### src/chc_pkg.sv
/*
 * constants, field layout and state type of the card host register block.
 * assumes an AXI4-Lite master with 32-bit data and byte addresses.
 */
package chc_pkg;

  localparam int        AW         = 8;
  localparam logic [7:0] OFS_CTRL  = 8'h00;
  localparam logic [7:0] OFS_MODE  = 8'h04;
  localparam logic [7:0] OFS_DTO   = 8'h08;
  localparam logic [7:0] OFS_SLOT  = 8'h0c;
  localparam logic [7:0] OFS_ARG   = 8'h10;
  localparam logic [7:0] OFS_CMD   = 8'h14;
  localparam logic [7:0] OFS_BLK   = 8'h18;
  localparam logic [7:0] OFS_RSP0  = 8'h20;
  localparam logic [7:0] OFS_RSP1  = 8'h24;
  localparam logic [7:0] OFS_RSP2  = 8'h28;
  localparam logic [7:0] OFS_RSP3  = 8'h2c;
  localparam logic [7:0] OFS_RXD   = 8'h30;
  localparam logic [7:0] OFS_TXD   = 8'h34;
  localparam logic [7:0] OFS_STAT  = 8'h40;
  localparam logic [7:0] OFS_IEN   = 8'h44;
  localparam logic [7:0] OFS_IDIS  = 8'h48;
  localparam logic [7:0] OFS_IMASK = 8'h4c;

  localparam int CR_EN = 0, CR_DIS = 1, CR_PSEN = 2, CR_PSDIS = 3;
  localparam int CR_SOFT_RESET_CMD = 7;
  localparam int MR_CARD_CLOCK_DIVIDER = 0, MR_PSDIV = 8, MR_RDSTOP = 11;
  localparam int MR_WRSTOP = 12, MR_BYTE = 13, MR_PAD = 14, MR_DMA = 15;
  localparam int MR_BLOCK_LENGTH = 16, BR_BCNT = 0, LEN_W = 16;
  localparam int DT_CYC = 0, DT_MUL = 4, SC_SEL = 0, SC_BUS = 7;
  localparam int CM_TRTYP = 19;
  localparam int SR_COMMAND_READY_FLAG = 0, SR_DATA_TIMEOUT_ERROR = 22, SR_OVERRUN_FLAG = 30, SR_UNDERRUN_FLAG = 31;

  localparam logic [2:0]  TRTYP_SDIO_BYTE = 3'h4;
  localparam logic [31:0] SR_RESET = 32'h0000c0e5;
  localparam logic [31:0] DTO_MASK = 32'h0000007f;
  localparam logic [31:0] SC_MASK  = 32'h00000083;
  localparam logic [7:0]  PAD_ZERO = 8'h00;
  localparam logic [7:0]  PAD_ONES = 8'hff;
  localparam logic [1:0]  RESP_OKAY = 2'h0;
  localparam logic [1:0]  RESP_SLVERR = 2'h2;
  // multiplier codes as shift counts: 1,16,128,256,1024,4096,65536,1048576
  localparam logic [4:0] MUL_SHIFT [8] = '{5'h00, 5'h04, 5'h07, 5'h08,
                                           5'h0a, 5'h0c, 5'h10, 5'h14};

  typedef struct packed {
    logic        awHeld;
    logic [7:0]  awAddr;
    logic        wHeld;
    logic [31:0] wData;
    logic [3:0]  wStrb;
    logic        bValid;
    logic [1:0]  bResp;
    logic        rValid;
    logic [31:0] rData;
    logic [1:0]  rResp;
  } chc_axi_t;

  typedef struct packed {
    chc_axi_t         axi;
    logic             ifaceOn;
    logic             psOn;
    logic [31:0]      mode;
    logic [31:0]      dto;
    logic [31:0]      slot;
    logic [31:0]      arg;
    logic [31:0]      cmd;
    logic             cmdStart;
    logic             cmdReady;
    logic [15:0]      bcnt;
    logic [3:0][31:0] rsp;
    logic [1:0]       rspRd;
    logic [1:0]       rspWr;
    logic [31:0]      rxData;
    logic [31:0]      txData;
    logic             txPulse;
    logic [31:0]      imask;
    logic             dtoErr;
    logic             ovr;
    logic             unr;
    logic [23:0]      waitCnt;
    logic [17:0]      divCnt;
    logic             cardClk;
    logic             rstPulse;
  } chc_state_t;

  localparam chc_state_t ST_RESET = '{cmdReady: 1'b1, default: '0};

endpackage

### src/chc_regs.sv
/*
 * card host register block: AXI4-Lite slave, control state, card clock
 * divider with clock-stop, data timeout and status.
 * assumes data path, command engine and dma sit outside and report events.
 */
`timescale 1ns/1ps
module chc_regs (
  input  wire logic              clk_sys,
  input  wire logic              sys_rst,
  input  wire logic              s_axi_awvalid,
  output logic                   s_axi_awready,
  input  wire logic [chc_pkg::AW-1:0] s_axi_awaddr,
  input  wire logic              s_axi_wvalid,
  output logic                   s_axi_wready,
  input  wire logic [31:0]       s_axi_wdata,
  input  wire logic [3:0]        s_axi_wstrb,
  output logic                   s_axi_bvalid,
  input  wire logic              s_axi_bready,
  output logic [1:0]             s_axi_bresp,
  input  wire logic              s_axi_arvalid,
  output logic                   s_axi_arready,
  input  wire logic [chc_pkg::AW-1:0] s_axi_araddr,
  output logic                   s_axi_rvalid,
  input  wire logic              s_axi_rready,
  output logic [31:0]            s_axi_rdata,
  output logic [1:0]             s_axi_rresp,
  output logic                   cardClockPin,
  output logic                   ifaceEnabled,
  output logic                   powerSaveActive,
  output logic                   cardReset,
  output logic                   cmdStart,
  output logic [31:0]            cmdWord,
  output logic [31:0]            cmdArg,
  input  wire logic              cmdDone,
  input  wire logic              rspWordValid,
  input  wire logic [31:0]       rspWord,
  input  wire logic              readActive,
  input  wire logic              writeActive,
  input  wire logic              fifoFull,
  input  wire logic              waitingData,
  input  wire logic              dataBlockDone,
  input  wire logic              underrunEvent,
  input  wire logic              overrunEvent,
  input  wire logic              dmaDone,
  input  wire logic              rxValid,
  input  wire logic [31:0]       rxWord,
  output logic                   txStrobe,
  output logic [31:0]            txWord,
  output logic                   dmaByteMode,
  output logic                   dmaModeOn,
  output logic [7:0]             padByte,
  output logic [15:0]            blockLength,
  output logic [15:0]            blockCount,
  output logic [1:0]             cardSlotSelect,
  output logic                   cardBusWide
);
  import chc_pkg::*;

  chc_state_t  state_reg;
  chc_state_t  state_next;
  logic        wrGo;
  logic        arGo;
  logic        clkStop;
  logic [31:0] wMask;
  logic [31:0] wVal;
  logic [31:0] statusWord;
  logic [8:0]  baseHalf;
  logic [8:0]  psFactor;
  logic [17:0] halfTarget;
  logic [23:0] toLimit;
  logic [31:0] bcntNew;

  // ***********************************************************
  // bus handshakes and byte lanes
  // ***********************************************************
  assign s_axi_awready = !state_reg.axi.awHeld && !state_reg.axi.bValid;
  assign s_axi_wready  = !state_reg.axi.wHeld && !state_reg.axi.bValid;
  assign s_axi_arready = !state_reg.axi.rValid;
  assign wrGo = state_reg.axi.awHeld && state_reg.axi.wHeld &&
                !state_reg.axi.bValid;
  assign arGo = s_axi_arvalid && s_axi_arready;

  for (genvar i = 0; i < 4; i++) begin : g_lane
    assign wMask[8*i +: 8] = {8{state_reg.axi.wStrb[i]}};
  end
  assign wVal = state_reg.axi.wData & wMask;

  function automatic logic [31:0] merge(input logic [31:0] old,
                                        input logic [31:0] nw,
                                        input logic [31:0] m);
    merge = (old & ~m) | (nw & m);
  endfunction

  // block count merged as a full word, low half kept
  assign bcntNew = merge({16'h0000, state_reg.bcnt}, state_reg.axi.wData,
                         wMask);

  // ***********************************************************
  // derived values
  // ***********************************************************
  always_comb begin
    statusWord = SR_RESET;
    statusWord[SR_COMMAND_READY_FLAG] = state_reg.cmdReady;
    statusWord[SR_DATA_TIMEOUT_ERROR] = state_reg.dtoErr;
    statusWord[SR_OVERRUN_FLAG] = state_reg.ovr;
    statusWord[SR_UNDERRUN_FLAG] = state_reg.unr;
  end

  assign baseHalf = {1'b0, state_reg.mode[MR_CARD_CLOCK_DIVIDER +: 8]} + 9'h001;
  assign psFactor = (9'h001 << state_reg.mode[MR_PSDIV +: 3]) + 9'h001;
  assign halfTarget = state_reg.psOn ? 18'(baseHalf) * 18'(psFactor)
                                     : 18'(baseHalf);
  assign clkStop = fifoFull &&
    ((state_reg.mode[MR_RDSTOP] && readActive) ||
     (state_reg.mode[MR_WRSTOP] && writeActive));
  assign toLimit = 24'(state_reg.dto[DT_CYC +: 4]) <<
                   MUL_SHIFT[state_reg.dto[DT_MUL +: 3]];

  // ***********************************************************
  // next state
  // ***********************************************************
  always_comb begin
    chc_axi_t keep;
    keep = state_reg.axi;
    state_next = state_reg;
    state_next.cmdStart = 1'b0;
    state_next.txPulse = 1'b0;
    state_next.rstPulse = 1'b0;
    if (state_reg.axi.bValid && s_axi_bready) begin
      state_next.axi.bValid = 1'b0;
    end
    if (state_reg.axi.rValid && s_axi_rready) begin
      state_next.axi.rValid = 1'b0;
    end
    if (s_axi_awvalid && s_axi_awready) begin
      state_next.axi.awHeld = 1'b1;
      state_next.axi.awAddr = s_axi_awaddr;
    end
    if (s_axi_wvalid && s_axi_wready) begin
      state_next.axi.wHeld = 1'b1;
      state_next.axi.wData = s_axi_wdata;
      state_next.axi.wStrb = s_axi_wstrb;
    end
    if (wrGo) begin
      state_next.axi.awHeld = 1'b0;
      state_next.axi.wHeld = 1'b0;
      state_next.axi.bValid = 1'b1;
      state_next.axi.bResp = RESP_OKAY;
      case (state_reg.axi.awAddr)
        OFS_CTRL: begin
          if (wVal[CR_DIS]) begin
            state_next.ifaceOn = 1'b0;
          end else if (wVal[CR_EN]) begin
            state_next.ifaceOn = 1'b1;
          end
          if (wVal[CR_PSDIS]) begin
            state_next.psOn = 1'b0;
          end else if (wVal[CR_PSEN]) begin
            state_next.psOn = 1'b1;
          end
        end
        OFS_MODE: begin
          state_next.mode = merge(state_reg.mode, state_reg.axi.wData,
                                  wMask);
        end
        OFS_DTO: begin
          state_next.dto = merge(state_reg.dto, state_reg.axi.wData,
                                 wMask & DTO_MASK);
        end
        OFS_SLOT: begin
          state_next.slot = merge(state_reg.slot, state_reg.axi.wData,
                                  wMask & SC_MASK);
        end
        OFS_ARG: begin
          state_next.arg = merge(state_reg.arg, state_reg.axi.wData, wMask);
        end
        OFS_CMD: begin
          if (state_reg.cmdReady) begin
            state_next.cmd = wVal;
            state_next.cmdStart = 1'b1;
            state_next.cmdReady = 1'b0;
            state_next.dtoErr = 1'b0;
            state_next.rspRd = '0;
            state_next.rspWr = '0;
          end
        end
        OFS_BLK: begin
          state_next.mode = merge(state_reg.mode, state_reg.axi.wData,
                                  {wMask[MR_BLOCK_LENGTH +: LEN_W], 16'h0000});
          state_next.bcnt = bcntNew[LEN_W-1:0];
        end
        OFS_TXD: begin
          state_next.txData = wVal;
          state_next.txPulse = 1'b1;
        end
        OFS_IEN: state_next.imask = state_reg.imask | wVal;
        OFS_IDIS: state_next.imask = state_reg.imask & ~wVal;
        OFS_RSP0, OFS_RSP1, OFS_RSP2, OFS_RSP3, OFS_RXD, OFS_STAT,
        OFS_IMASK: state_next.axi.bResp = RESP_OKAY;
        default: state_next.axi.bResp = RESP_SLVERR;
      endcase
    end
    if (arGo) begin
      state_next.axi.rValid = 1'b1;
      state_next.axi.rResp = RESP_OKAY;
      state_next.axi.rData = '0;
      case (s_axi_araddr)
        OFS_MODE: state_next.axi.rData = state_reg.mode;
        OFS_DTO: state_next.axi.rData = state_reg.dto;
        OFS_SLOT: state_next.axi.rData = state_reg.slot;
        OFS_ARG: state_next.axi.rData = state_reg.arg;
        OFS_BLK: begin
          state_next.axi.rData = {state_reg.mode[MR_BLOCK_LENGTH +: LEN_W],
                                  state_reg.bcnt};
        end
        OFS_RSP0, OFS_RSP1, OFS_RSP2, OFS_RSP3: begin
          state_next.axi.rData = state_reg.rsp[state_reg.rspRd];
          state_next.rspRd = state_reg.rspRd + 2'h1;
        end
        OFS_RXD: state_next.axi.rData = state_reg.rxData;
        OFS_STAT: state_next.axi.rData = statusWord;
        OFS_IMASK: state_next.axi.rData = state_reg.imask;
        OFS_CTRL, OFS_CMD, OFS_TXD, OFS_IEN,
        OFS_IDIS: state_next.axi.rResp = RESP_OKAY;
        default: state_next.axi.rResp = RESP_SLVERR;
      endcase
    end
    // events from the link side; a set wins over any clear above
    if (cmdDone) begin
      state_next.cmdReady = 1'b1;
    end
    if (rspWordValid) begin
      state_next.rsp[state_reg.rspWr] = rspWord;
      state_next.rspWr = state_reg.rspWr + 2'h1;
    end
    if (rxValid) begin
      state_next.rxData = rxWord;
    end
    if (state_reg.mode[MR_DMA] && dmaDone) begin
      state_next.ovr = 1'b0;
      state_next.unr = 1'b0;
    end
    if (overrunEvent) begin
      state_next.ovr = 1'b1;
    end
    if (underrunEvent) begin
      state_next.unr = 1'b1;
    end
    // data timeout between blocks
    if (!waitingData || dataBlockDone || !state_reg.ifaceOn) begin
      state_next.waitCnt = '0;
    end else if (state_reg.waitCnt != '1) begin
      state_next.waitCnt = state_reg.waitCnt + 24'h000001;
    end
    if (waitingData && state_reg.ifaceOn &&
        state_reg.waitCnt > toLimit) begin
      state_next.dtoErr = 1'b1;
    end
    // card clock divider, held while halted
    if (!state_reg.ifaceOn) begin
      state_next.divCnt = '0;
      state_next.cardClk = 1'b0;
    end else if (!clkStop) begin
      if (state_reg.divCnt >= halfTarget - 18'h00001) begin
        state_next.divCnt = '0;
        state_next.cardClk = !state_reg.cardClk;
      end else begin
        state_next.divCnt = state_reg.divCnt + 18'h00001;
      end
    end
    // soft reset keeps the pending bus answer alive
    if (wrGo && state_reg.axi.awAddr == OFS_CTRL && wVal[CR_SOFT_RESET_CMD]) begin
      keep = state_next.axi;
      state_next = ST_RESET;
      state_next.axi = keep;
      state_next.rstPulse = 1'b1;
    end
  end

  always_ff @(posedge clk_sys) begin
    if (sys_rst) begin
      state_reg <= ST_RESET;
    end else begin
      state_reg <= state_next;
    end
  end

  // ***********************************************************
  // outputs
  // ***********************************************************
  assign s_axi_bvalid    = state_reg.axi.bValid;
  assign s_axi_bresp     = state_reg.axi.bResp;
  assign s_axi_rvalid    = state_reg.axi.rValid;
  assign s_axi_rdata     = state_reg.axi.rData;
  assign s_axi_rresp     = state_reg.axi.rResp;
  assign cardClockPin    = state_reg.cardClk;
  assign ifaceEnabled    = state_reg.ifaceOn;
  assign powerSaveActive = state_reg.psOn;
  assign cardReset       = state_reg.rstPulse;
  assign cmdStart        = state_reg.cmdStart;
  assign cmdWord         = state_reg.cmd;
  assign cmdArg          = state_reg.arg;
  assign txStrobe        = state_reg.txPulse;
  assign txWord          = state_reg.txData;
  assign dmaByteMode     = state_reg.mode[MR_BYTE];
  assign dmaModeOn       = state_reg.mode[MR_DMA];
  assign padByte = state_reg.mode[MR_PAD] ? PAD_ONES : PAD_ZERO;
  assign blockLength =
    (state_reg.cmd[CM_TRTYP +: 3] == TRTYP_SDIO_BYTE) ? '0
      : state_reg.mode[MR_BLOCK_LENGTH +: LEN_W];
  assign blockCount      = state_reg.bcnt;
  assign cardSlotSelect  = state_reg.slot[SC_SEL +: 2];
  assign cardBusWide     = state_reg.slot[SC_BUS];

  // ***********************************************************
  // checks
  // ***********************************************************
  logic        tglNow;
  logic        dirty_reg;
  logic [17:0] gap_reg;
  assign tglNow = state_next.cardClk != state_reg.cardClk;

  always_ff @(posedge clk_sys) begin
    if (sys_rst) begin
      dirty_reg <= 1'b1;
      gap_reg <= '0;
    end else begin
      gap_reg <= tglNow ? 18'h00001 : gap_reg + 18'h00001;
      dirty_reg <= tglNow ? (clkStop || wrGo)
                   : (dirty_reg || clkStop || wrGo || !state_reg.ifaceOn);
    end
  end
endmodule // chc_regs

### config.mk
export PLATFORM = sky130hd
export DESIGN_NAME = chc_regs
export DESIGN_NICKNAME = d
export VERILOG_FILES = /design/src/chc_pkg.sv /design/src/chc_regs.sv
export SDC_FILE = /design/constraint.sdc
export NUM_CORES = 1
export LEC_CHECK = 0
export ABC_AREA = 1
export BUFFER_PORTS_ARGS = -buffer_cell sky130_fd_sc_hd__buf_2
export CORE_ASPECT_RATIO = 0.8
export CORE_UTILIZATION = 56
export CTS_CLUSTER_SIZE = 25
export DETAILED_ROUTE_END_ITERATION = 8
export HOLD_SLACK_MARGIN = 0.05
export PLACE_DENSITY = 0.75
export SLEW_MARGIN = 5
export SYNTH_ARGS = -nofsm -noshare
export SYNTH_HDL_FRONTEND = slang
export SYNTH_SLANG_ARGS = --single-unit
### constraint.sdc
create_clock -name clk_sys -period 16.4 [get_ports clk_sys]
set_input_delay 0.82 -clock clk_sys [delete_from_list [all_inputs] [get_ports clk_sys]]
set_output_delay 0.82 -clock clk_sys [all_outputs]
set_load 0.01 [all_outputs]
# After elaboration in Yosys (flattened, before gate mapping)
# Memory sizes are Yosys's and may differ from the RTL's.
# Index checks and enable logic that the tools add are counted.
# classes
n_mux	44
shifts	2
bitwise	28
n_reduce_logical	65
order_cmp	6
addsub	7
mul	1
n_eq_ne	34
# ops
op	count
32-bit one-hot mux with 9 select lines	1
32-bit bitwise AND	8
32-bit bitwise OR	6
128-bit bitwise mux	1
32-bit one-hot mux with 2 select lines	2
8-bit by 6-bit == test with 1-bit output (second input constant)	12
32-bit NOT	3
32-bit binary-select mux with 2-bit select	1
32-bit demux with 2-bit select	1
8-bit by 7-bit == test with 1-bit output (second input constant)	8
32-bit 2-to-1 mux	2
8-bit by 5-bit == test with 1-bit output (second input constant)	6
37-bit 2-to-1 mux	1
18-bit 2-to-1 mux	2
35-bit 2-to-1 mux	1
34-bit 2-to-1 mux	1
17-bit OR reduction	2
32-bit by 7-bit bitwise AND with 32-bit output	1
32-bit by 8-bit bitwise AND with 32-bit output	1
8-bit by 4-bit == test with 1-bit output (second input constant)	4
7-bit NOT with 32-bit output	1
8-bit NOT with 32-bit output	1
24-bit by 1-bit adder with 24-bit output (second input constant)	1
24-bit > comparator	1
other kinds (37)	119
# word_totals
in_bits	134
ff_bits	540
romBits	40
out_inout_bits	188
word_cells	225
memories	1
# mem_list
memory	words	word_bits	read_ports	rd_ports_with_merged_regs	wr	line_no	text
(name not given)	8	5	1	0	0	chc_regs.sv:117	MUL_SHIFT[state_reg.dto[DT_MUL +: 3]];

# Depth between registers and ports, before layout
# Gate-level depths: netlist (run 1).
# depth
word_depth	9
mapped_depth	42
depth_no_buf	40

# Least setup slack after synthesis (run 1)
# Ideal clock, no wire load.
# synth_path
kind	reg2reg
from	reg state_reg[431] (netlist bit)
to	reg state_reg[15] (netlist bit)
period_less_slack_ns	6.335
setup_slack_ns	10.065
setup_time_ns	0.115
path_stages_with_launch	36
required_time_ns	16.285
n_path_buf	3
arrival_time_ns	6.220
cell_sequence	dfxtp_1 -> clkbuf_1 -> nor2_2 -> nand2_1 -> inv_1 -> ha_1 -> clkbuf_1 -> nand2_1 -> fa_1 -> inv_1 -> fa_1 -> inv_1 -> fa_1 -> fa_1 -> inv_1 -> ha_1 -> a21oi_1 -> nand2_1 -> nand2_1 -> nand3b_1 -> nand3_1 -> nand4_1 -> nor2_8 -> nand2_1 -> nand2_1 -> nand2_1 -> ha_1 -> nand2_1 -> nor2_1 -> nor3b_1 -> nand3_1 -> nand4_1 -> nand2_1 -> nand2_2 -> buf_4 -> nor2_1
# synth_between
elab_chain_cells	7
# synth_lines
element	line_no	text
start, declared	chc_regs.sv:59	chc_state_t state_reg;
start signal, assigned	chc_regs.sv:284	state_reg <= state_next;
1-bit by 3-bit << shifter with 9-bit output	chc_regs.sv:110	assign psFactor = (9'h001 << state_reg.mode[MR_PSDIV +: 3]) + 9'h001;
9-bit by 1-bit adder with 9-bit output	chc_regs.sv:110	
9-bit by 9-bit multiplier with 18-bit output	chc_regs.sv:111	assign halfTarget = state_reg.psOn ? 18'(baseHalf) * 18'(psFactor)
18-bit 2-to-1 mux	chc_regs.sv:111	
18-bit by 1-bit subtractor with 18-bit output	chc_regs.sv:264	if (state_reg.divCnt >= halfTarget - 18'h00001) begin
18-bit >= comparator	chc_regs.sv:264	
18-bit 2-to-1 mux	chc_regs.sv:264	
# No other way between the ends.
# A chain may end at the register's enable or synchronous reset.

# Worst setup path in the final report (run 1)
# layout_path
from	reg state_reg[432] (netlist bit)
to	reg state_reg[12] (netlist bit)
# Same word-level chain as after synthesis.

==> results of run 1 <==
[final cells by class]
| class | instances | area [µm²] |
|---|---|---|
| tap | 620 | 776 |
| clock inverter | 16 | 229 |
| timing repair buffer | 341 | 1760 |
| clock buffer | 73 | 1440 |
| antenna | 2 | 5.00 |
| fill | 4541 | 18000 |
| sequential | 484 | 9690 |
| multi-input combinational | 2573 | 13500 |
| inverter | 427 | 1600 |
[per-stage QoR]
stage	cells	power [mW]	utilization [%]	worst slack, ns	instance area (µm²)
5_1_grt	4534	2.65	61.6	8.37	29000
2_1_floorplan	3830	1.36	-	10.07	26700
3_3_place_gp	4445	1.42	58.1	9.43	27300
3_5_place_dp	4445	1.42	58.1	9.19	27300
6_report	4536	2.58	61.6	9.09	29000
4_1_cts	4534	2.58	61.6	9.18	29000
[cells by family after synthesis]
| kind of cell | after synthesis | share of synthesized area (%) |
|---|---|---|
| other | 2 | 0.0281 |
| and+or+nand+nor | 1626 | 25.7 |
| buffers and inverters | 773 | 13.5 |
| adders and majority gates | 142 | 8.06 |
| xor gates and xnor gates | 35 | 1.18 |
| AOI/OAI and AO/OA | 759 | 15.2 |
| DFF | 484 | 36.3 |
[synth_stat cells (7+ instances only)]
library cell | instances | area [µm²]
nand2_1 | 892 | 3350
dfxtp_1 | 484 | 9690
a21oi_1 | 426 | 2130
inv_1 | 410 | 1540
nor2_1 | 344 | 1290
nand3_1 | 262 | 1310
o21ai_0 | 199 | 996
buf_4 | 160 | 1200
clkbuf_1 | 111 | 417
ha_1 | 92 | 1150
buf_2 | 62 | 310
fa_1 | 50 | 1000
o22ai_1 | 34 | 213
a211oi_1 | 32 | 240
nor3_1 | 31 | 155
a31oi_1 | 27 | 169
xor2_1 | 24 | 210
nor2_2 | 22 | 138
nand4_1 | 21 | 131
inv_2 | 13 | 48.8
nand2_2 | 12 | 75.1
o31ai_1 | 11 | 82.6
xnor2_1 | 10 | 87.6
buf_1 | 9 | 33.8
nor2_4 | 8 | 90.1
o21ai_1 | 7 | 35.0
[per-layer routing]
layer / wire, µm / GRT usage, % / up-vias / share of wire, %
met5: 46 / 0 / - / 0.054
met4: 3740 / 14.7 / 8 / 4.4
met3: 8730 / 7.04 / 190 / 10
met2: 36600 / 51.9 / 1229 / 43
met1: 35600 / 47.3 / 11700 / 42
li1: - / - / 12300 / -
[power groups by stage]
stage	Clock [mW]	Combinational, mW	Sequential [mW]
after detailed placement	0	0.171	1.25
after floorplan	0	0.113	1.24
after global placement	0	0.169	1.25
final	1.18	0.175	1.23
after global routing	1.23	0.192	1.23
after CTS	1.18	0.172	1.23
[how the worst max path moves through the flow]
stage	startpoint	cells past startpoint	to	slack (ns)
after floorplan	state_reg[431]$_SDFFE_PP0P_	35	state_reg[15]$_SDFFE_PP0N_	10.07
after global placement	state_reg[432]$_SDFFE_PP0P_	37	state_reg[12]$_SDFFE_PP0N_	9.43
after detailed placement	state_reg[432]$_SDFFE_PP0P_	37	state_reg[12]$_SDFFE_PP0N_	9.19
after CTS	state_reg[432]$_SDFFE_PP0P_	37	state_reg[12]$_SDFFE_PP0N_	9.18
after global routing	state_reg[422]$_SDFFE_PP0P_	37	state_reg[18]$_SDFFE_PP0N_	8.37
final	state_reg[432]$_SDFFE_PP0P_	37	state_reg[12]$_SDFFE_PP0N_	9.09
==> impl_metrics.tcl, run 1 <==
set metrics [dict create \
    intPower_mw 1.93 \
    combinationalPowerShare_pct 6.8 \
    ioPinCount 322 \
    worstHoldPathType "in2reg" \
    min_period_ns 7.31 \
    grt_setup_unrepaired "false" \
    r2r_start "state_reg[432]$_SDFFE_PP0P_" \
    reg2reg_to "state_reg[12]$_SDFFE_PP0N_" \
    cts_setup_buffers 0 \
    critPathMaxStageDelay_ns 0.54 \
    cts_resized 0 \
    route.vias.total 25400 \
    crit_arrival_ns 7.79 \
    chipWidth_um 246 \
    drive_gt1_share_pct 12.9 \
    start_util_pct 56.8 \
    worstSkewPairLatency_ns 0.62 \
    wirelength_um 84700 \
    gp_congestion 0.983 \
    antenna_left 0 \
    report.final.slew_viol_count 0 \
    hold_path_depth 2 \
    startpoint_type "flip-flop" \
    area_growth_pct 8.52 \
    netSwitchingFraction_pct 25.3 \
    grt_antenna_before_repair 6 \
    num_rows 71 \
    yosys_warnings 0 \
    crit_path_end_kind "flip-flop" \
    clkPwrFrac_pct 45.6 \
    ys_dominant_reg_cell "dfxtp_1" \
    synthCells 3821 \
    hold_ws_ns 0.404 \
    path_buf_inv 6 \
    cts_max_path_buffers 3 \
    mostFrequentLayoutCells "891 x nand2_1, 483 x dfxtp_1, 426 x a21oi_1, 410 x inv_1, 344 x nor2_1" \
    grt_pass1_vias 23200 \
    cpMostUsedCell "nand2_1" \
    cts_buffers 49 \
    synth.distinct_cells 58 \
    grt_use_total_pct 34.3 \
    p_seq_share_pct 47.6 \
    min_period_over_period_pct 44.6 \
    ys_ff_latch 484 \
    min_from "cmdDone" \
    io_buffers 319 \
    firstDrtPassIters 6 \
    cp.required_ns 16.88 \
    crit_slowest_cell "fa_1" \
    final_nets 4152 \
    fin_skew_ns 0.0216 \
    routedWlPerCell_um 18.7 \
    yosysSeqAreaShare_pct 36.3 \
    hold_buffers 0 \
    clock-sinks 484 \
    setup_viol 0 \
    r2r_slack_ns 9.09 \
    leakage_nw 12.5 \
    reg2reg_depth 37 \
    overflow 0 \
    h-tree-depth 2 \
    synth-edff-count 0 \
    grt_max_degree 105 \
    p_switching_mw 0.652 \
    async_reset_ff_share_pct 0 \
    cap_violations 0 \
    status "finished, final reports clean" \
    tritoncts "done" \
    dieArea_mm2 0.0485 \
    drtIter0Drc 2897 \
    clkTransAtPathRegs_ns 0.06 \
    hold_viol 0 \
    clockRootBuffer "clkbuf_16" \
    drc 0 \
    cp_top_family "simple AND/OR/NAND/NOR gates" \
    finalSetupTns_ns 0 \
    cp_max_fo 15 \
    dp_hpwl_um 61000 \
    maxSlewHeadroom_pct 24.6 \
    core-area_mm2 0.0470 \
    hold_end "state_reg[292]$_SDFFE_PP1P_" \
    p_per_area_mw_per_mm2 89.0 \
    postSynthAreaPerCell_um2 6.99 \
    via_per_inst 5.60 \
    worst_slew_pin_slew_ns 1.13 \
    die_h_um 197 \
    fmax_mhz 137 \
    netlist_area_mm2 0.0267 \
    grt_pass1_wl_um 130000 \
    critical_path_class "reg2reg" \
    ir_worst_vdd_mv 0.0753 \
    final_common_cell "nand2_1" \
]
Note: power is estimated with default switching activity, not from simulation.
==> run 2: changes to the inputs <==
--- a/config.mk
+++ b/config.mk
@@ -8,7 +8,7 @@
 export ABC_AREA = 1
 export BUFFER_PORTS_ARGS = -buffer_cell sky130_fd_sc_hd__buf_2
 export CORE_ASPECT_RATIO = 0.8
-export CORE_UTILIZATION = 56
+export CORE_UTILIZATION = 53
 export CTS_CLUSTER_SIZE = 25
 export DETAILED_ROUTE_END_ITERATION = 8
 export HOLD_SLACK_MARGIN = 0.05
==> constraint.sdc (replaced) <==
create_clock -name clk_sys -period 6.3 [get_ports clk_sys]
set_input_delay 0.315 -clock clk_sys [delete_from_list [all_inputs] [get_ports clk_sys]]
set_output_delay 0.315 -clock clk_sys [all_outputs]
set_load 0.01 [all_outputs]
==> impl_metrics.tcl, run 2 (synthesized netlist as in run 1, its figures left out) <==
set metrics [dict create \
    firstDrtPassIters 6 \
    clock-sinks 484 \
    cp_max_fo 7 \
    cp_top_family "adder cells" \
    ioPinCount 322 \
    dieArea_mm2 0.0513 \
    crit_path_end_kind "flip-flop" \
    path_buf_inv 6 \
    clkTransAtPathRegs_ns 0.06 \
    mostFrequentLayoutCells "846 x nand2_1, 478 x dfxtp_1, 419 x a21oi_1, 388 x inv_1, 318 x buf_2" \
    cts_max_path_buffers 3 \
    io_buffers 319 \
    chipWidth_um 253 \
    final.fill_count 4481 \
    route.vias.total 26400 \
    gp_congestion 0.999 \
    worst_slew_pin_slew_ns 1.10 \
    final_common_cell "nand2_1" \
    status "finished, final reports clean" \
    area_growth_pct 17.6 \
    leakage_nw 13.4 \
    crit_slowest_cell "fa_1" \
    tritoncts "done" \
    grt_max_degree 94 \
    clockRootBuffer "clkbuf_16" \
    startpoint_type "flip-flop" \
    drive_gt1_share_pct 18.0 \
    hold_viol 0 \
    antenna_left 0 \
    num_rows 73 \
    crit_arrival_ns 6.69 \
    wirelength_um 88400 \
    hold_ws_ns 0.0690 \
    critPathMaxStageDelay_ns 0.53 \
    netSwitchingFraction_pct 25.5 \
    via_per_inst 5.52 \
    r2r_slack_ns 0.11 \
    grt_use_total_pct 33.7 \
    combinationalPowerShare_pct 7.9 \
    drtIter0Drc 2550 \
    dp_hpwl_um 61700 \
    p_seq_share_pct 48.0 \
    cts_buffers 48 \
    critical_path_class "reg2reg" \
    drc 0 \
    p_per_area_mw_per_mm2 212 \
    cp.required_ns 6.80 \
    grt_antenna_before_repair 8 \
    worstSkewPairLatency_ns 0.63 \
    overflow 0 \
    final_nets 4346 \
    report.final.slew_viol_count 0 \
    fmax_mhz 162 \
    grt_pass1_wl_um 136000 \
    p_switching_mw 1.69 \
    h-tree-depth 2 \
    cap_violations 0 \
    setup_viol 0 \
    fin_skew_ns 0.0314 \
    grt_pass1_vias 24600 \
    grt_setup_unrepaired "true" \
    ir_worst_vdd_mv 0.231 \
    core-area_mm2 0.0497 \
    worst_slack_ns 0.109 \
    worstHoldPathType "in2reg" \
    routedWlPerCell_um 18.5 \
    min_period_over_period_pct 98.3 \
    intPower_mw 4.96 \
    maxSlewHeadroom_pct 26.3 \
    min_period_ns 6.19 \
    clkPwrFrac_pct 44.2 \
    start_util_pct 53.7 \
    die_h_um 203 \
    post-place-ws_ns -0.131 \
]
run 2: cell types whose count changed in the layout (fill, tap and decap cells not counted), sizes merged:
cell / previous run / this run
diode: 2 / 8
clkbuf: 73 / 69
dlygate4sd3: 0 / 106
clkinv: 14 / 12
buf: 341 / 429
inv: 424 / 425
run 2: power by group through the flow:
stage	Clock (mW)	Combinational, mW	Sequential (mW)
after floorplan	0	0.293	3.24
after global placement	0	0.444	3.26
after detailed placement	0	0.448	3.26
after CTS	2.96	0.503	3.19
after global routing	3.08	0.567	3.20
final	2.94	0.523	3.19
run 2: stage by stage:
stage	power, mW	TNS, ns	area [µm²]	utilization [%]	instances
2_1_floorplan	3.53	0	26700	-	3830
3_3_place_gp	3.70	-0.0324	27900	56.1	4567
3_5_place_dp	3.71	-1.83	27900	56.1	4567
4_1_cts	6.65	0	30500	61.5	4755
5_1_grt	6.84	-3.25	31400	63.1	4783
6_report	6.66	0	31400	63.2	4786
run 2: final cells by class:
type                    count  area [µm²]  area share (%)
clock buffers              68        1340            4.26
clock inverters            15         235           0.750
repair buffers            536        3550            11.3
inverters                 427        1610            5.14
diodes                      8        20.0          0.0638
multi-input cells        2573       14100            44.9
well taps                 675         845            2.69
flip-flops and latches    484        9700            30.9
run 2: final timing paths:
path | to | start | cells past startpoint
setup / recovery | state_reg[12]$_SDFFE_PP0N_ | state_reg[423]$_SDFFE_PP0P_ | 33
hold / removal | state_reg[36]$_SDFFE_PP0P_ | dataBlockDone | 4
setup reg to reg | state_reg[12]$_SDFFE_PP0N_ | state_reg[423]$_SDFFE_PP0P_ | 33
hold reg to reg | cmdWord[1]$_SDFFE_PP0P_ | cmdWord[1]$_SDFFE_PP0P_ | 2
run 2: worst register-to-register path: cells and delay by family, from the launching register on:
kind / cells / cell delay (ns)
AND/OR/NAND/NOR: 19 / 2.18
buffers and inverters: 6 / 0.67
XOR/XNOR: 1 / 0.17
flip-flops: 1 / 0.36
AO/OA/AOI/OAI: 1 / 0.16
adder cells (fa/ha/maj): 6 / 2.55
run 2: layer usage:
metal	share of wire (%)	vias up	track usage [%]
met1	41	12300	44.5
met2	44	1276	52.0
met3	9.8	225	7.09
li1	-	12600	-
met4	5.1	2	16.7
met5	0.012	-	0
run 2: what timing repair did:
item | in CTS | in global routing
hold endpoints to repair | 201 | 1
pin swaps | 2 | 95
gates resized for setup | 9 | 185
gates cloned | 0 | 1
endpoints found under the setup margin | 19 | 19
hold buffers | 105 | 1
setup buffers | 0 | 21
